--- src/pmia_pkg.sv ---
// shared constants, types and decode functions for the pmu interrupt aggregator
`default_nettype none
package pmia_pkg;

  // ---------------------------------------------------------------------------
  // register map
  // ---------------------------------------------------------------------------
  localparam logic [7:0] STATUS_BASE = 8'h02;   // event_status_1 .. event_status_5
  localparam logic [7:0] MASK_BASE   = 8'h07;   // event_mask_1 .. event_mask_5
  localparam logic [7:0] NUM_BANKS   = 8'h05;
  localparam logic [7:0] FLAG_RESET  = 8'h00;   // status and mask value after reset
  localparam logic [7:0] READ_NONE   = 8'h00;   // unmapped addresses read as this

  // ---------------------------------------------------------------------------
  // serial bus
  // ---------------------------------------------------------------------------
  localparam logic [6:0] DEV_ADDR  = 7'h08;     // arbitrary value, no maker meaning
  localparam logic [3:0] BYTE_BITS = 4'h8;
  localparam logic [3:0] LAST_BIT  = 4'h7;

  // ---------------------------------------------------------------------------
  // pin positions in the sampled pin vector
  // ---------------------------------------------------------------------------
  localparam int PIN_KEY   = 0;
  localparam int PIN_COUNT = 4;                 // key, wake a, wake b, wake c
  localparam int KEY_HELD_BIT = 7;              // bit of event_status_3

  // ---------------------------------------------------------------------------
  // timing
  // ---------------------------------------------------------------------------
  localparam int unsigned CLK_HZ          = 25_000_000;
  localparam int unsigned HOLD_TIME_MS    = 1000;
  localparam int unsigned HOLD_CYCLES_DEF = CLK_HZ / 1000 * HOLD_TIME_MS;
  localparam int          HOLD_CNT_W      = 25;

  // ---------------------------------------------------------------------------
  // types
  // ---------------------------------------------------------------------------
  typedef logic [4:0][7:0] pmia_bank_t;
  localparam pmia_bank_t BANK_VALID = {8'hff, 8'hff, 8'hff, 8'hff, 8'hcf};

  typedef enum logic [2:0] {
    ST_IDLE     = 3'b000,
    ST_ADDR     = 3'b001,
    ST_ACK_ADDR = 3'b010,
    ST_WR       = 3'b011,
    ST_ACK_WR   = 3'b100,
    ST_RD       = 3'b101,
    ST_ACK_RD   = 3'b110
  } pmia_i2c_e;

  // one-cycle event pulses from the power modules
  typedef struct packed {
    logic [1:0] rtc;        // [1] second tick, [0] alarm match
    logic [1:0] usb;        // [1] supply falls, [0] supply rises
    logic [1:0] adapter;    // [1] sense falls, [0] sense rises
    logic [6:0] charger;    // event_status_3 bits 6..0
    logic [7:0] supply;     // event_status_4
    logic [7:0] regulator;  // event_status_5
  } pmia_src_s;

  // ---------------------------------------------------------------------------
  // address decode
  // ---------------------------------------------------------------------------
  function automatic logic isStatus(input logic [7:0] a);
    isStatus = (a >= STATUS_BASE) && (a < STATUS_BASE + NUM_BANKS);
  endfunction

  function automatic logic isMask(input logic [7:0] a);
    isMask = (a >= MASK_BASE) && (a < MASK_BASE + NUM_BANKS);
  endfunction

  function automatic logic [2:0] bankIdx(input logic [7:0] a);
    logic [7:0] d;
    d = isStatus(a) ? (a - STATUS_BASE) : (a - MASK_BASE);
    bankIdx = d[2:0];
  endfunction

endpackage
`default_nettype wire

--- src/pmia_sync.sv ---
// two-stage synchroniser for pin levels
`timescale 1ns/10ps
`default_nettype none
module pmia_sync #(
  parameter int               W    = 1,
  parameter logic [W-1:0]     INIT = '0
) (
  // clock and reset
  input  wire logic         clk,
  input  wire logic         srst,
  // levels
  input  wire logic [W-1:0] d,
  output var  logic [W-1:0] q
);

  logic [W-1:0] meta_reg;

  // first stage feeds only the second stage
  always_ff @(posedge clk) begin
    if (srst) begin
      meta_reg <= INIT;
      q        <= INIT;
    end else begin
      meta_reg <= d;
      q        <= meta_reg;
    end
  end

endmodule
`default_nettype wire

--- src/pmia_hold_timer.sv ---
// power key hold timer, one pulse per press held long enough
`timescale 1ns/10ps
`default_nettype none
module pmia_hold_timer import pmia_pkg::*; #(
  parameter int unsigned HOLD_CYCLES = HOLD_CYCLES_DEF
) (
  // clock and reset
  input  wire logic clk,
  input  wire logic srst,
  // key level, already synchronised
  input  wire logic keyLow,
  output var  logic heldPulse
);

  localparam logic [HOLD_CNT_W-1:0] LAST = HOLD_CNT_W'(HOLD_CYCLES - 1);

  logic [HOLD_CNT_W-1:0] count_reg;
  logic [HOLD_CNT_W-1:0] count_next;
  logic                  fired_reg;
  logic                  fired_next;
  logic                  pulse_next;

  // count low cycles; fire once, rearm only on release so a long hold gives one flag
  always_comb begin
    count_next = count_reg;
    fired_next = fired_reg;
    pulse_next = 1'b0;
    if (!keyLow) begin
      count_next = '0;
      fired_next = 1'b0;
    end else if (!fired_reg) begin
      if (count_reg == LAST) begin
        pulse_next = 1'b1;
        fired_next = 1'b1;
      end else begin
        count_next = count_reg + 1'b1;
      end
    end
  end

  always_ff @(posedge clk) begin
    if (srst) begin
      count_reg <= '0;
      fired_reg <= 1'b0;
      heldPulse <= 1'b0;
    end else begin
      count_reg <= count_next;
      fired_reg <= fired_next;
      heldPulse <= pulse_next;
    end
  end

endmodule
`default_nettype wire

--- src/pmia_aggregator.sv ---
// pmu interrupt aggregator: event flags, masks, serial register access and request pin
`timescale 1ns/10ps
`default_nettype none
module pmia_aggregator import pmia_pkg::*; #(
  parameter int unsigned HOLD_CYCLES = HOLD_CYCLES_DEF
) (
  // clock and unpowered-state reset
  input  wire logic      clk,
  input  wire logic      srst,
  // serial register bus pins
  input  wire logic      scl,
  input  wire logic      sdaIn,
  output var  logic      sdaOut,
  output var  logic      sdaOeN,
  // open-drain interrupt request pin
  output var  logic      irqOut,
  output var  logic      irqOeN,
  // key and wake pins
  input  wire logic      powerKey,
  input  wire logic      wakeInputA,
  input  wire logic      wakeInputB,
  input  wire logic      wakeInputC,
  // event pulses from the power modules
  input  wire pmia_src_s src
);

  // ---------------------------------------------------------------------------
  // pin synchronisation and edge detection
  // ---------------------------------------------------------------------------
  logic [1:0]           busS;
  logic [PIN_COUNT-1:0] pinS;
  logic                 sclS;
  logic                 sdaS;
  logic                 sclPrev_reg;
  logic                 sdaPrev_reg;
  logic [PIN_COUNT-1:0] pinPrev_reg;
  logic [2:0]           primed_reg;
  logic                 primed;
  logic                 sclRise;
  logic                 sclFall;
  logic                 startDet;
  logic                 stopDet;
  logic                 keyHeld;

  // bus lines idle high, so their synchroniser starts high to avoid a false start
  pmia_sync #(.W(2), .INIT(2'h3)) u_bus_sync (
    .clk  (clk),
    .srst (srst),
    .d    ({scl, sdaIn}),
    .q    (busS)
  );

  pmia_sync #(.W(PIN_COUNT), .INIT('0)) u_pin_sync (
    .clk  (clk),
    .srst (srst),
    .d    ({wakeInputC, wakeInputB, wakeInputA, powerKey}),
    .q    (pinS)
  );

  pmia_hold_timer #(.HOLD_CYCLES(HOLD_CYCLES)) u_hold (
    .clk       (clk),
    .srst      (srst),
    .keyLow    (primed & ~pinS[PIN_KEY]),
    .heldPulse (keyHeld)
  );

  assign sclS     = busS[1];
  assign sdaS     = busS[0];
  assign sclRise  = sclS & ~sclPrev_reg;
  assign sclFall  = ~sclS & sclPrev_reg;
  assign startDet = sclS & sclPrev_reg & sdaPrev_reg & ~sdaS;
  assign stopDet  = sclS & sclPrev_reg & ~sdaPrev_reg & sdaS;
  assign primed   = primed_reg[2];

  // previous levels; edges wait three cycles for the pin synchroniser to hold real levels,
  // since it starts low and a pin idling high would otherwise log a false rise
  always_ff @(posedge clk) begin
    if (srst) begin
      sclPrev_reg <= 1'b1;
      sdaPrev_reg <= 1'b1;
      pinPrev_reg <= '0;
      primed_reg  <= 3'h0;
    end else begin
      sclPrev_reg <= sclS;
      sdaPrev_reg <= sdaS;
      pinPrev_reg <= pinS;
      primed_reg  <= {primed_reg[1:0], 1'b1};
    end
  end

  // ---------------------------------------------------------------------------
  // event vector, one byte per status register
  // ---------------------------------------------------------------------------
  pmia_bank_t ev;
  logic [7:0] edgeByte;

  // key edges in bits 1:0, then rise/fall pairs for wake a, b, c
  always_comb begin
    edgeByte = 8'h00;
    for (int p = 0; p < PIN_COUNT; p++) begin
      edgeByte[2*p]   = primed & pinS[p] & ~pinPrev_reg[p];
      edgeByte[2*p+1] = primed & ~pinS[p] & pinPrev_reg[p];
    end
  end

  assign ev[0] = {src.rtc, 2'b00, src.usb, src.adapter} & BANK_VALID[0];
  assign ev[1] = edgeByte;
  assign ev[2] = {keyHeld, src.charger};
  assign ev[3] = src.supply;
  assign ev[4] = src.regulator;

  // ---------------------------------------------------------------------------
  // serial slave state machine
  // ---------------------------------------------------------------------------
  pmia_i2c_e  st_reg;
  pmia_i2c_e  st_next;
  logic [3:0] cnt_reg;
  logic [3:0] cnt_next;
  logic [7:0] shift_reg;
  logic [7:0] shift_next;
  logic [7:0] ptr_reg;
  logic [7:0] ptr_next;
  logic       ptrPend_reg;
  logic       ptrPend_next;
  logic       rnw_reg;
  logic       rnw_next;
  logic       ackOk_reg;
  logic       ackOk_next;
  logic       sdaLow_reg;
  logic       sdaLow_next;
  logic       loadRead;
  logic       wrStrobe;
  logic [7:0] rdByte;
  pmia_bank_t status_reg;
  pmia_bank_t status_next;
  pmia_bank_t mask_reg;
  pmia_bank_t mask_next;

  function automatic logic [7:0] regRead(input logic [7:0] a, input pmia_bank_t st, input pmia_bank_t mk);
    regRead = READ_NONE;
    if (isStatus(a)) begin
      regRead = st[bankIdx(a)];
    end else if (isMask(a)) begin
      regRead = mk[bankIdx(a)];
    end
  endfunction

  assign rdByte = regRead(ptr_reg, status_reg, mask_reg);

  // bits move on scl fall and are sampled on scl rise; start and stop win over all
  always_comb begin
    st_next      = st_reg;
    cnt_next     = cnt_reg;
    shift_next   = shift_reg;
    ptr_next     = ptr_reg;
    ptrPend_next = ptrPend_reg;
    rnw_next     = rnw_reg;
    ackOk_next   = ackOk_reg;
    sdaLow_next  = sdaLow_reg;
    loadRead     = 1'b0;
    wrStrobe     = 1'b0;
    if (stopDet) begin
      st_next     = ST_IDLE;
      sdaLow_next = 1'b0;
    end else if (startDet) begin
      st_next     = ST_ADDR;
      cnt_next    = 4'h0;
      sdaLow_next = 1'b0;
    end else begin
      unique case (st_reg)
        ST_IDLE: begin
        end
        ST_ADDR: begin
          if (sclRise) begin
            shift_next = {shift_reg[6:0], sdaS};
            cnt_next   = cnt_reg + 4'h1;
          end else if (sclFall && cnt_reg == BYTE_BITS) begin
            if (shift_reg[7:1] == DEV_ADDR) begin
              rnw_next    = shift_reg[0];
              sdaLow_next = 1'b1;
              st_next     = ST_ACK_ADDR;
            end else begin
              st_next = ST_IDLE;
            end
          end
        end
        ST_ACK_ADDR: begin
          if (sclFall) begin
            cnt_next = 4'h0;
            if (rnw_reg) begin
              loadRead = 1'b1;
            end else begin
              sdaLow_next  = 1'b0;
              ptrPend_next = 1'b1;
              st_next      = ST_WR;
            end
          end
        end
        ST_WR: begin
          if (sclRise) begin
            shift_next = {shift_reg[6:0], sdaS};
            cnt_next   = cnt_reg + 4'h1;
          end else if (sclFall && cnt_reg == BYTE_BITS) begin
            sdaLow_next = 1'b1;
            st_next     = ST_ACK_WR;
            if (ptrPend_reg) begin
              ptr_next     = shift_reg;
              ptrPend_next = 1'b0;
            end else begin
              wrStrobe = 1'b1;
              ptr_next = ptr_reg + 8'h01;
            end
          end
        end
        ST_ACK_WR: begin
          if (sclFall) begin
            sdaLow_next = 1'b0;
            cnt_next    = 4'h0;
            st_next     = ST_WR;
          end
        end
        ST_RD: begin
          if (sclFall) begin
            if (cnt_reg == LAST_BIT) begin
              sdaLow_next = 1'b0;
              st_next     = ST_ACK_RD;
            end else begin
              shift_next  = {shift_reg[6:0], 1'b0};
              sdaLow_next = ~shift_reg[6];
              cnt_next    = cnt_reg + 4'h1;
            end
          end
        end
        ST_ACK_RD: begin
          if (sclRise) begin
            ackOk_next = ~sdaS;
          end else if (sclFall) begin
            cnt_next = 4'h0;
            if (ackOk_reg) begin
              loadRead = 1'b1;
            end else begin
              st_next = ST_IDLE;
            end
          end
        end
        default: begin
          st_next     = ST_IDLE;
          sdaLow_next = 1'b0;
        end
      endcase
      // a burst read moves on to the next register with no new pointer
      if (loadRead) begin
        shift_next  = rdByte;
        sdaLow_next = ~rdByte[7];
        ptr_next    = ptr_reg + 8'h01;
        st_next     = ST_RD;
      end
    end
  end

  always_ff @(posedge clk) begin
    if (srst) begin
      st_reg      <= ST_IDLE;
      cnt_reg     <= 4'h0;
      shift_reg   <= 8'h00;
      ptr_reg     <= 8'h00;
      ptrPend_reg <= 1'b0;
      rnw_reg     <= 1'b0;
      ackOk_reg   <= 1'b0;
      sdaLow_reg  <= 1'b0;
    end else begin
      st_reg      <= st_next;
      cnt_reg     <= cnt_next;
      shift_reg   <= shift_next;
      ptr_reg     <= ptr_next;
      ptrPend_reg <= ptrPend_next;
      rnw_reg     <= rnw_next;
      ackOk_reg   <= ackOk_next;
      sdaLow_reg  <= sdaLow_next;
    end
  end

  // ---------------------------------------------------------------------------
  // flags and masks
  // ---------------------------------------------------------------------------
  pmia_bank_t clr;
  pmia_bank_t clrNoEv_reg;
  logic       irqLow_reg;
  logic [7:0] pendAfter;

  // clear exactly what the read returned; a same-cycle event sets again and wins
  always_comb begin
    status_next = status_reg;
    mask_next   = mask_reg;
    clr         = '0;
    for (int b = 0; b < 5; b++) begin
      if (loadRead && isStatus(ptr_reg) && bankIdx(ptr_reg) == 3'(b)) begin
        clr[b] = status_reg[b];
      end
      status_next[b] = ((status_reg[b] & ~clr[b]) | ev[b]) & BANK_VALID[b];
      if (wrStrobe && isMask(ptr_reg) && bankIdx(ptr_reg) == 3'(b)) begin
        mask_next[b] = shift_reg & BANK_VALID[b];
      end
    end
  end

  // request pin: all unmasked flags count alike, nothing ordered here
  always_comb begin
    pendAfter = 8'h00;
    for (int b = 0; b < 5; b++) begin
      pendAfter = pendAfter | (status_next[b] & ~mask_next[b]);
    end
  end

  // the unpowered reset empties all flags and masks; a read clears only the flags it returns
  always_ff @(posedge clk) begin
    if (srst) begin
      status_reg  <= {5{FLAG_RESET}};
      mask_reg    <= {5{FLAG_RESET}};
      irqLow_reg  <= 1'b0;
      clrNoEv_reg <= '0;
    end else begin
      status_reg  <= status_next;
      mask_reg    <= mask_next;
      irqLow_reg  <= |pendAfter;
      clrNoEv_reg <= clr & ~ev;
    end
  end

  assign sdaOut = 1'b0;
  assign sdaOeN = ~sdaLow_reg;
  assign irqOut = 1'b0;
  assign irqOeN = ~irqLow_reg;

  logic [7:0] pendNow;
  always_comb begin
    pendNow = 8'h00;
    for (int b = 0; b < 5; b++) begin
      pendNow = pendNow | (status_reg[b] & ~mask_reg[b]);
    end
  end
endmodule
`default_nettype wire

--- config.mk ---
export PLATFORM = sky130hd
export DESIGN_NAME = pmia_aggregator
export DESIGN_NICKNAME = d
export VERILOG_FILES = /design/src/pmia_pkg.sv /design/src/pmia_sync.sv /design/src/pmia_hold_timer.sv /design/src/pmia_aggregator.sv
export SDC_FILE = /design/constraint.sdc
export NUM_CORES = 1
export LEC_CHECK = 0
export ABC_AREA = 0
export BUFFER_PORTS_ARGS = -buffer_cell sky130_fd_sc_hd__buf_2
export CAP_MARGIN = 20
export CORE_UTILIZATION = 55
export CTS_CLUSTER_SIZE = 30
export DETAILED_ROUTE_END_ITERATION = 10
export HOLD_SLACK_MARGIN = 0.08
export PLACE_DENSITY = 0.83
export SYNTH_ARGS = -nofsm -noshare
export SYNTH_HDL_FRONTEND = slang
export SYNTH_SLANG_ARGS = --single-unit
--- constraint.sdc ---
create_clock -name clk -period 3.2 [get_ports clk]
set_input_delay 0.32 -clock clk [delete_from_list [all_inputs] [get_ports clk]]
set_output_delay 0.32 -clock clk [all_outputs]
set_load 0.02 [all_outputs]
# Word-level counts from Yosys, hierarchy flattened
# Index checks and enable logic that the tools add are counted.
# Widths: inputs -> output; s select.
[classes] div=0 n_shift=0 multipliers=0 n_lt_le_gt_ge=5 bitwise_logic=75 reduce_logical=42 n_eq_ne=61 n_mux=86 add_sub_neg=5
[op_table] cell="$mux 8" n=23
[op_table] cell="$and 8x8->8" n=10
[op_table] cell="$not 8->8" n=10
[op_table] cell="$or 8x8->8" n=9
[op_table] cell="$ne 3x3->1 const B" n=18
[op_table] cell="$bmux 8 s3" n=2
[op_table] cell="$ne 4x4->1 const B" n=12
[op_table] cell="$mux 3" n=14
[op_table] cell="$reduce_and 13->1" n=3
[op_table] cell="$mux 1" n=34
[op_table] cell="$ne 2x2->1 const B" n=13
[op_table] cell="$add 25x1->25 const B" n=1
[op_table] cell="$eq 25x25->1 const B" n=1
[op_table] cell="$mux 4" n=6
[op_table] cell="$and 1x1->1" n=23
[op_table] cell="$not 1->1" n=23
[op_table] cell="$pmux 3 s7" n=1
[op_table] cell="$reduce_and 6->1" n=3
[op_table] cell="$pmux 4 s4" n=1
[op_table] cell="$pmux 8 s2" n=1
[op_table] cell="$logic_and 1x1->1" n=15
[op_table] cell="$eq 3x2->1 const B" n=4
[op_table] cell="$eq 3x3->1 const B" n=4
[op_table] cell="$reduce_and 10->1" n=1
[op_table] cell="30 further kinds" n=42
[word_totals] mem_count=0 elab_cells=308 latch_bits=0 romBits=0 ramBits=0 ff_bits=156

# Depth between registers and ports, before layout
# Gate-level depths: netlist of run 1.
[logic_depth] word_depth=21 ltp_mapped=13

# Hierarchy
# From an unflattened synthesis of run 1, not the netlist that was laid out.
[hier_totals] cells_unflattened=900 area_unflattened_um2=7782.5
[modules_own_cells] module="pmia_aggregator" n_inst=1 area_each_um2=5993.2 seq_area_each_um2=2302.2 cells_each=704
[modules_own_cells] module="pmia_hold_timer" n_inst=1 area_each_um2=1473.9 seq_area_each_um2=540.5 cells_each=172
[modules_own_cells] module="pmia_sync (u_pin_sync)" n_inst=1 area_each_um2=210.2 seq_area_each_um2=160.2 cells_each=16
[modules_own_cells] module="pmia_sync (u_bus_sync)" n_inst=1 area_each_um2=105.1 seq_area_each_um2=80.1 cells_each=8

# Worst setup path after synthesis of run 1
# No wires, ideal clock.
[synth_path] kind="register to register" start="register ptr_reg[2]" end="register irqLow_reg" arrival_time_ns=2.847 path_slack_ns=0.213 path_stages_with_launch=12 synth_period_minus_slack_ns=2.987 t_required_ns=3.060 cell_sequence="dfxtp_1 -> buf_2 -> inv_1 -> ha_1 -> nor2b_1 -> o31ai_1 -> mux2_2 -> nor3_4 -> mux2i_1 -> a2111o_1 -> nor4_1 -> a41oi_1"
[synth_between] elab_chain_len=15 word_cells_on_any_way=66
[synth_rtl] item="from (decl)" line_no="pmia_aggregator.sv:121" text="logic [7:0] ptr_reg;"
[synth_rtl] item="from (signal assigned)" line_no="pmia_aggregator.sv:275" text="ptr_reg <= ptr_next;"
[synth_rtl] item="$ge 8x2->1 / $lt 8x3->1 (equally long branches)" line_no="pmia_pkg.sv:66" text="isStatus = (a >= STATUS_BASE) && (a < STATUS_BASE + NUM_BANKS);"
[synth_rtl] item="$logic_and 1x1->1" line_no="pmia_pkg.sv:66"
[synth_rtl] item="$mux 3" line_no="pmia_pkg.sv:75" text="d = isStatus(a) ? (a - STATUS_BASE) : (a - MASK_BASE);"
[synth_rtl] item="$eq 3x1->1 / $logic_not 3->1 (equally long branches)" line_no="pmia_aggregator.sv:297, pmia_aggregator.sv:301"
[synth_rtl] item="$logic_and 1x1->1" line_no="pmia_aggregator.sv:297" text="if (loadRead && isStatus(ptr_reg) && bankIdx(ptr_reg) == 3'(b)) begin"
[synth_rtl] item="$mux 8" line_no="pmia_aggregator.sv:297"
[synth_rtl] item="$not 8->8" line_no="pmia_aggregator.sv:300" text="status_next[b] = ((status_reg[b] & ~clr[b]) | ev[b]) & BANK_VALID[b];"
[synth_rtl] item="$and 8x8->8" line_no="pmia_aggregator.sv:300"
[synth_rtl] item="$or 8x8->8" line_no="pmia_aggregator.sv:300"
[synth_rtl] item="$and 8x8->8" line_no="pmia_aggregator.sv:311" text="pendAfter = pendAfter | (status_next[b] & ~mask_next[b]);"
[synth_rtl] item="$or 8x8->8 (3 in series)" line_no="pmia_aggregator.sv:311"
[synth_rtl] item="$or 8x8->8 *" line_no="pmia_aggregator.sv:311"
[synth_rtl] item="$reduce_or 8->1 *" line_no="pmia_aggregator.sv:325" text="irqLow_reg <= |pendAfter;"
[synth_rtl] item="to (signal assigned)" line_no="pmia_aggregator.sv:325"
[synth_rtl] item="to (decl)" line_no="pmia_aggregator.sv:288" text="logic irqLow_reg;"
# Every way passes the cells marked *; elsewhere a longest branch is shown, timed or not.
# A chain may end at the register's enable or synchronous reset.

# Worst setup path after layout of run 1
[layout_path] start="register ptr_reg[1]" end="register irqLow_reg"
# Same word-level chain as after synthesis.

==> results of run 1 <==
## metal layers
metal  part of all wire, %  vias up  wire length [um]  global-route usage [%]
li1                      -     3134                 -                       -
met5                     0        -                 0                       0
met3                    10       81              2070                    9.11
met1                    41     3148              8210                    39.5
met2                    43      375              8650                    45.0
met4                   4.8        0               962                    17.6
## cell usage after synthesis, types with 3 or more instances
| master | count |
|---|---|
| nor4_1 | 11 |
| buf_1 | 3 |
| a21oi_1 | 64 |
| a22oi_1 | 10 |
| a22o_1 | 6 |
| a21o_1 | 6 |
| a211oi_1 | 7 |
| dfxtp_1 | 154 |
| a221oi_1 | 5 |
| o31ai_1 | 5 |
| buf_4 | 3 |
| nand4_1 | 12 |
| a222oi_1 | 3 |
| and3_1 | 8 |
| nand2b_1 | 11 |
| inv_1 | 19 |
| mux2i_1 | 16 |
| o211ai_1 | 5 |
| xor2_1 | 17 |
| xnor2_1 | 10 |
| nand3_1 | 23 |
| or3_1 | 3 |
| o21ai_0 | 40 |
| nor2b_1 | 21 |
| nand3b_1 | 7 |
| nor2_1 | 96 |
| o22ai_1 | 20 |
| a31oi_1 | 10 |
| o221ai_1 | 8 |
| or2_2 | 8 |
| buf_2 | 3 |
| clkbuf_1 | 33 |
| and2_1 | 33 |
| mux2_2 | 32 |
| nand2_1 | 59 |
| ha_1 | 6 |
| o2bb2ai_1 | 4 |
| nor3b_1 | 6 |
| nor3_1 | 4 |
## worst paths after layout
path | startpoint | endpoint | depth (start not counted)
worst max-delay path | ptr_reg[1] | irqLow_reg | 10
worst min-delay path | powerKey | u_pin_sync.meta_reg[0] | 2
worst max register to register | ptr_reg[1] | irqLow_reg | 10
worst min register to register | u_bus_sync.meta_reg[1] | u_bus_sync.q[1] | 1
## through the flow
step           setup TNS, ns  cell area (um2)  hold WS, ns  cells
5_1_grt              -0.0283             8500       0.0919   1079
2_1_floorplan              0             7260        0.389    835
6_report                   0             8500       0.0970   1079
3_5_place_dp               0             7760        0.395   1039
4_1_cts                    0             8420       0.0891   1074
3_3_place_gp               0             7760        0.394   1039
## what timing repair did
item,CTS,global route
gates resized for setup,0,9
endpoints found under the setup margin,1,1
hold buffers,2,0
endpoints found under the hold margin,2,0
buffers inserted,1,5
pin swaps,0,6
## area by class of cell
class                           count  area [um2]  area share, %
Tap cell                          172         215           2.53
Sequential cell                   154        3080           36.3
Clock inverter                     13         189           2.22
Clock buffer                       19         443           5.21
Timing Repair Buffer               83         533           6.27
Inverter                           19        71.3          0.839
Multi-Input combinational cell    619        3960           46.6
## cell families after synthesis
| group | share of synthesized area, % |
|---|---|
| AO/OA/AOI/OAI | 19.0 |
| XOR/XNOR | 3.26 |
| adder cells (fa/ha/maj) | 1.03 |
| buffers and inverters | 3.52 |
| flip-flops | 42.5 |
| multiplexers | 7.37 |
| other | 0.0517 |
| AND/OR/NAND/NOR | 23.3 |
## worst register-to-register path, stage by stage (launching register included)
cell	delay [ns]
dfxtp_2	0.35
ha_1	0.20
nor2b_2	0.17
o311ai_4	0.37
buf_4	0.19
mux2_2	0.37
nor3_4	0.29
mux2i_1	0.16
a2111o_1	0.43
nor4_2	0.29
a41oi_1	0.17
## power by group through the flow
stage	registers, uW	clock network, uW	logic, uW
finish	1990	2150	154
global route	1990	2250	169
CTS	1990	2170	150
detailed placement	2030	0	146
global placement	2030	0	144
floorplan	2020	0	97.6
## cells in the final DEF (no fill, tap or decap), drive strengths merged, types with 5 or more instances in the layout
cell type / Yosys / layout
dfxtp: 154 / 154
nor2: 97 / 97
buf: 10 / 81
a21oi: 64 / 64
nand2: 59 / 59
o21ai: 42 / 42
and2: 34 / 34
mux2: 32 / 32
nand3: 25 / 25
inv: 19 / 22
nor2b: 21 / 21
o22ai: 20 / 20
clkbuf: 33 / 19
xor2: 17 / 17
mux2i: 17 / 17
nand4: 12 / 12
nor4: 12 / 12
nand2b: 11 / 11
xnor2: 10 / 10
a31oi: 10 / 10
a22oi: 10 / 10
or2: 8 / 8
and3: 8 / 8
o221ai: 8 / 8
nand3b: 7 / 7
a211oi: 7 / 7
a21o: 6 / 6
nor3b: 6 / 6
a22o: 6 / 6
ha: 6 / 6
nor3: 6 / 6
o31ai: 5 / 5
a221oi: 5 / 5
o211ai: 5 / 5
==> flow_summary.ini, run 1 <==
[logic_synthesis]
synth.avg_cell_area_um2 = 8.70
syn_area_um2 = 7250
synth_edf_count = 0
yosysWarnings = 0
synth-main-ff-cell = dfxtp_1
synth_top_area_share_pct = 42.5
ys_types = 73
postSynth.asyncResetShare_pct = 0
ys_ff_latch = 154
synth-seq-area-share_pct = 42.5
yosysTopAreaCell = dfxtp_1
synthCells = 834
synthTopCellsByArea = dfxtp_1, mux2_2, nor2_1, a21oi_1, nand2_1

[setup_path]
r2r_setup_slack_ns = 0.05
crit_chain = ha_1 -> nor2b_2 -> o311ai_4 -> buf_4 -> mux2_2 -> nor3_4 -> mux2i_1 -> a2111o_1 -> nor4_2 -> a41oi_1
crit_slowest_cell = a2111o_1
critPathCaptureType = flip-flop
path_class = reg -> reg
start_kind = flip-flop
path_buf_inv = 1
worst_ep_required_time_ns = 3.46
cpPeakStageDelay_ns = 0.43
cp.arrival_ns = 3.40
cp_max_fo = 5
path_delay_family = compound AO/OA/AOI/OAI gates

[power_and_ir_drop]
pwr-share-seq_pct = 46.4
pwr-share-comb_pct = 3.6
p_per_area_nw_per_um2 = 505
clkPwrFrac_pct = 50.1
irDropWorstVdd_v = 0.000441
p_total_uw = 4290
switching_share_pct = 21.8
p_leak_uw = 0.00320
power.switching_uw = 935
p_int_uw = 3350

[sta]
drv_slew = 0
relSlewSlack_pct = 31.1
finalSetupViolations = 0
fmaxAchievable_ghz = 0.318
hold_viol_final = 0
tightest_slew_ns = 1.03
finalClockSkew_ns = 0.00699
finalCritPeriodShare_pct = 98.3
setup_ws_ns = 0.0541
period_minus_slack_ns = 3.15

[global_route]
grt_pass1_vias = 6077
grt_max_degree = 84
grt_usage_pct = 30.4
grt_pass1_wl_um = 31200
gr-total-overflow = 0
antenna_found_initial = 0

[finish]
diodes = 0
largest_reg_flops = 40
drive_gt1_share_pct = 19.0
syn_to_final_growth_pct = 17.1
final_nets = 937
fillers = 1027
post-route-util_pct = 66.8

[floorplanning]
die_w_um = 117
core_um2 = 12700
die_h_um = 117
rows = 41
dieArea_um2 = 13700
pin_count = 41
start_util_pct = 57.0

[placed_design]
portBuffers = 38
dp.final_hpwl_um = 13500
place_ws_ns = 0.0782
place.gp.congestion = 0.972

[route]
postRouteAntennaNets = 0
first_pass_iters = 6
wire_per_inst_um = 18.4
drc = 0
drtIter0Drc = 747
wl_um = 19900
via_count = 6738
vias_per_cell = 6.24

[clock_tree]
cts_buffers = 17
clk_pin_slew_worst_paths_ns = 0.06
insertion_delay_ns = 0.43
cts_tree = yes
cts_max_level = 4
clockBufferDepth = 2
cts_root_buf = clkbuf_16
cts_num_sinks = 154

[outcome]
status = completed

[worst_hold_path]
min_path_type = in -> reg

[flow_run]
cap_viol_max_count = 0
Power figures use the tool's default switching activity.
==> inputs of run 2 (changes only) <==
--- a/config.mk
+++ b/config.mk
@@ -9,6 +9,7 @@
 export BUFFER_PORTS_ARGS = -buffer_cell sky130_fd_sc_hd__buf_2
 export CAP_MARGIN = 20
 export CORE_UTILIZATION = 55
+export CTS_BUF_LIST = sky130_fd_sc_hd__clkbuf_4
 export CTS_CLUSTER_SIZE = 30
 export DETAILED_ROUTE_END_ITERATION = 10
 export HOLD_SLACK_MARGIN = 0.08
@@ -16,3 +17,4 @@
 export SYNTH_ARGS = -nofsm -noshare
 export SYNTH_HDL_FRONTEND = slang
 export SYNTH_SLANG_ARGS = --single-unit
+export TNS_END_PERCENT = 30
==> flow_summary.ini, run 2 (synthesis results as in run 1) <==
[outcome]
status = completed

[global_route]
antenna_found_initial = 0
grt_pass1_wl_um = 31600
gr-total-overflow = 0
grt_max_degree = 84
grt_usage_pct = 30.7
grt_pass1_vias = 6151

[sta]
finalClockSkew_ns = 0.0301
tightest_slew_ns = 0.999
drv_slew = 0
finalSetupViolations = 0
fmaxAchievable_ghz = 0.318
period_minus_slack_ns = 3.14
grt_setup_unrepaired = false
finalCritPeriodShare_pct = 98.1
relSlewSlack_pct = 33.2
hold_viol_final = 0
setup_ws_ns = 0.0601
timing.setup.tns_ns = 0

[floorplanning]
die_h_um = 117
rows = 41
die_w_um = 117
core_um2 = 12700
dieArea_um2 = 13700
start_util_pct = 57.0
pin_count = 41

[placed_design]
place.gp.congestion = 0.972
portBuffers = 38
place_inst = 1039
place_area_um2 = 7760
place_ws_ns = 0.0782
dp.final_hpwl_um = 13500

[finish]
syn_to_final_growth_pct = 17.4
final_cell_mix = dfxtp_1, nor2_1, a21oi_1
stdcell_count = 1110
drive_gt1_share_pct = 18.6
final_area_um2 = 8520
diodes = 0
final_common_cell = dfxtp_1
largest_reg_flops = 40
final_nets = 968

[power_and_ir_drop]
p_per_area_nw_per_um2 = 414
irDropWorstVdd_v = 0.000398
p_leak_uw = 0.00319

[setup_path]
critPathCaptureType = flip-flop
path_class = reg -> reg
cp.arrival_ns = 3.57
start_kind = flip-flop
worst_ep_required_time_ns = 3.63
r2r_setup_slack_ns = 0.06
cp_max_fo = 12

[worst_hold_path]
min_path_type = in -> reg

[route]
wl_um = 20300
vias_per_cell = 6.21
drc = 0
drtIter0Drc = 741
via_count = 6890
postRouteAntennaNets = 0
first_pass_iters = 7
wire_per_inst_um = 18.3

[clock_tree]
clk_pin_slew_worst_paths_ns = 0.13
cts_buffers = 17
insertion_delay_ns = 0.59
cts_root_buf = clkbuf_4
cts_num_sinks = 154
cts_tree = yes
cts_max_level = 4
clockBufferDepth = 2

[flow_run]
cap_viol_max_count = 0
[run 2: changes by cell type in the layout (fill, tap and decap cells not counted), moves of 2 or more]
| cell | previous run | this run |
|---|---|---|
| buf_4 | 43 | 41 |
| clkbuf_16 | 17 | 0 |
| clkbuf_4 | 0 | 18 |
| dlygate4sd3_1 | 2 | 35 |
| nor4_2 | 2 | 4 |
[run 2: worst paths after layout]
kind,start,to,cells past startpoint
hold reg to reg,u_bus_sync.meta_reg[1],u_bus_sync.q[1],1
hold / removal,srst,primed_reg[0],3
setup reg to reg,ptr_reg[1],irqLow_reg,11
setup / recovery,ptr_reg[1],irqLow_reg,11
[run 2: power by group]
| part | switching (uW) | internal [uW] |
|---|---|---|
| logic | 99.0 | 89.1 |
| registers | 29.6 | 1960 |
| clock network | 722 | 632 |
[run 2: metrics by stage]
stage	util, %	total power, uW	hold slack (ns)
2_1_floorplan	-	2110	0.389
3_3_place_gp	61.0	2170	0.394
3_5_place_dp	61.0	2170	0.395
4_1_cts	66.3	3530	0.235
5_1_grt	67.0	3650	0.245
6_report	67.0	3530	0.277
[run 2: metal layers]
layer  up-vias  part of all wire [%]  GRT usage [%]
li1       3190                     -              -
met1      3210                    40           40.6
met2       387                    44           46.4
met3       103                    11           8.08
met4         0                   5.1           15.4
met5         -                     0              0
[run 2: final cells by class]
cell class	count	area [um2]
clock buffer	18	135
clock inverter	14	193
multi-input combinational	619	3970
inverter	19	71.3
fill	1017	4200
sequential	154	3090
tap	172	215
timing repair buffer	114	848
[run 2: timing repair]
| action | CTS | global route |
|---|---|---|
| setup buffers | 0 | 4 |
| setup endpoints to repair | 0 | 1 |
| hold buffers | 35 | 0 |
| gates resized for setup | 0 | 14 |
| hold endpoints to repair | 35 | 0 |
[run 2: worst max-delay path: stages (launching register included)]
cell and delay (ns):
dfxtp_4 0.38, ha_1 0.18, nor2b_2 0.17, o311ai_4 0.40, buf_4 0.20, mux2i_1 0.26, buf_4 0.24, nand4_1 0.14
o211ai_1 0.24, nand4_1 0.23, nor4_2 0.37, a41oi_1 0.16
==> inputs of run 3 (changes only) <==
--- a/config.mk
+++ b/config.mk
@@ -8,12 +8,14 @@
 export ABC_AREA = 0
 export BUFFER_PORTS_ARGS = -buffer_cell sky130_fd_sc_hd__buf_2
 export CAP_MARGIN = 20
-export CORE_UTILIZATION = 55
+export CELL_PAD_IN_SITES_DETAIL_PLACEMENT = 0
+export CELL_PAD_IN_SITES_GLOBAL_PLACEMENT = 1
+export CORE_UTILIZATION = 44
 export CTS_BUF_LIST = sky130_fd_sc_hd__clkbuf_4
 export CTS_CLUSTER_SIZE = 30
 export DETAILED_ROUTE_END_ITERATION = 10
 export HOLD_SLACK_MARGIN = 0.08
-export PLACE_DENSITY = 0.83
+export PLACE_DENSITY = 0.86
 export SYNTH_ARGS = -nofsm -noshare
 export SYNTH_HDL_FRONTEND = slang
 export SYNTH_SLANG_ARGS = --single-unit
==> constraint.sdc (replaced) <==
create_clock -name clk -period 3.2 [get_ports clk]
set_input_delay 0.32 -clock clk [delete_from_list [all_inputs] [get_ports clk]]
set_output_delay 0.32 -clock clk [all_outputs]
set_load 0.005 [all_outputs]
==> flow_summary.ini, run 3 (synthesis results as in run 1) <==
[setup_path]
r2r-end = shift_reg[1]
critPathCaptureType = flip-flop
worst_ep_required_time_ns = 3.66
path_class = reg -> reg
reg2reg_from = ptr_reg[1]
crit_chain = ha_1 -> nor2b_1 -> o311ai_4 -> buf_12 -> buf_4 -> mux2_2 -> a22o_1 -> a221oi_1 -> o21ai_0 -> a22oi_1 -> a31oi_1
reg2regPathDepth = 11
start_kind = flip-flop
cp.arrival_ns = 3.64
r2r_setup_slack_ns = 0.03
crit_slowest_cell = o311ai_4
cp_max_fo = 7
cpPeakStageDelay_ns = 0.53

[global_route]
antenna_found_initial = 1
top_usage_layer = met2
grt_pass1_vias = 6088
grt_max_degree = 84
grt_pass1_wl_um = 32400
gr-usage-met3_pct = 5.09
gr-total-overflow = 0
use_met2_pct = 37.9
grt_usage_pct = 25.2
met1_usage_pct = 35.3

[route]
postRouteAntennaNets = 0
drc = 0
wl_um = 20400
drtIter0Drc = 615
first_pass_iters = 5
via_count = 6537
wire_per_inst_um = 17.5
vias_per_cell = 5.62

[placed_design]
place_inst = 1090
portBuffers = 38
place.gp.congestion = 0.967
dp.final_hpwl_um = 14000

[sta]
finalCritPeriodShare_pct = 99.1
hold_viol_final = 0
drv_slew = 0
relSlewSlack_pct = 31.0
finalSetupViolations = 0
grt_setup_unrepaired = true
period_minus_slack_ns = 3.17
finalClockSkew_ns = 0.0182
fmaxAchievable_ghz = 0.315
tightest_slew_ns = 1.03

[finish]
drive_gt1_share_pct = 18.7
post-route-util_pct = 53.9
largest_reg_flops = 40
final_common_cell = dfxtp_1
final_cell_mix = dfxtp_1, nor2_1, a21oi_1
stdcell_count = 1164
final_nets = 976
syn_to_final_growth_pct = 19.0

[clock_tree]
insertion_delay_ns = 0.56
cts_buffers = 17
clockBufferDepth = 2
cts_tree = yes
cts_max_level = 4
clk_pin_slew_worst_paths_ns = 0.14
cts_root_buf = clkbuf_4
cts_num_sinks = 154

[flow_run]
cap_viol_max_count = 0

[outcome]
status = completed

[floorplanning]
rows = 46
pin_count = 41
die_h_um = 130
die_w_um = 130
start_util_pct = 45.3
dieArea_um2 = 17000
core_um2 = 16000

[worst_hold_path]
holdPathEnd = primed_reg[0]
min_path_type = in -> reg
hold_start = srst
holdPathStages = 3

[power_and_ir_drop]
p_leak_uw = 0.00324
irDropWorstVdd_v = 0.000280
p_per_area_nw_per_um2 = 396
-- run 3: cell types whose count changed in the layout (fill, tap and decap cells not counted), moves of 2 or more --
| cell | delta |
|---|---|
| nor4_2 | -2 |
| a221oi_1 | -2 |
| inv_8 | +3 |
| buf_4 | +6 |
| bufinv_16 | -2 |
| nor4_1 | +2 |
| diode_2 | +2 |
| a221oi_2 | +2 |
-- run 3: how the worst max path moves through the flow --
| stage | cells past startpoint | from | endpoint | slack, ns |
|---|---|---|---|---|
| after CTS | 10 | ptr_reg[1] | irqLow_reg | 0.03 |
| final | 11 | ptr_reg[1] | shift_reg[1] | 0.03 |
| after floorplan | 11 | ptr_reg[2] | irqLow_reg | 0.21 |
| after global routing | 12 | ptr_reg[2] | irqLow_reg | -0.11 |
| after global placement | 10 | ptr_reg[1] | irqLow_reg | 0.11 |
| after detailed placement | 10 | ptr_reg[1] | irqLow_reg | 0.08 |
-- run 3: metal layers --
metal  vias to the layer above  routed length (um)
met5                         -                   0
met3                        33                1340
met2                       235                9220
li1                       3212                   -
met4                         0                 490
met1                      3057                9310
-- run 3: critical path: cells and delay by family (launching register included) --
kind | cells | cell delay (ns)
simple gates | 1 | 0.16
compound gates | 6 | 1.64
mux | 1 | 0.38
buf+inv | 2 | 0.31
fa+ha+maj | 1 | 0.20
flops | 1 | 0.38
-- run 3: through the flow --
stage	area [um2]	TNS, ns	setup WS [ns]	power, uW	hold WS, ns
final	8630	0	0.0291	3420	0.242
after global routing	8630	-0.113	-0.108	3550	0.211
after CTS	8520	0	0.0349	3440	0.190
after detailed placement	7880	0	0.0818	2170	0.395
after global placement	7880	0	0.112	2170	0.394
after floorplan	7260	0	0.213	2110	0.389
-- run 3: area by class of cell --
class                   instances  area [um2]
clock inverters                14         161
repair buffers                122         938
inverters                      19        71.3
fillers                      1516        7370
clock buffers                  18         135
multi-input cells             619        3960
flip-flops and latches        154        3080
well taps                     216         270
diodes                          2        5.00
-- run 3: timing repair --
item,in CTS,in global routing
hold endpoints to repair,35,0
endpoints found under the setup margin,0,1
resized for setup,0,10
setup buffers,0,4
hold buffers,35,0
-- run 3: power by group --
part | leakage, uW | switching (uW) | internal (uW)
sequential | 0.00126 | 29.9 | 1960
combinational | 0.00183 | 91.5 | 91.0
clock | 0.000157 | 754 | 493
total | 0.00324 | 876 | 2540
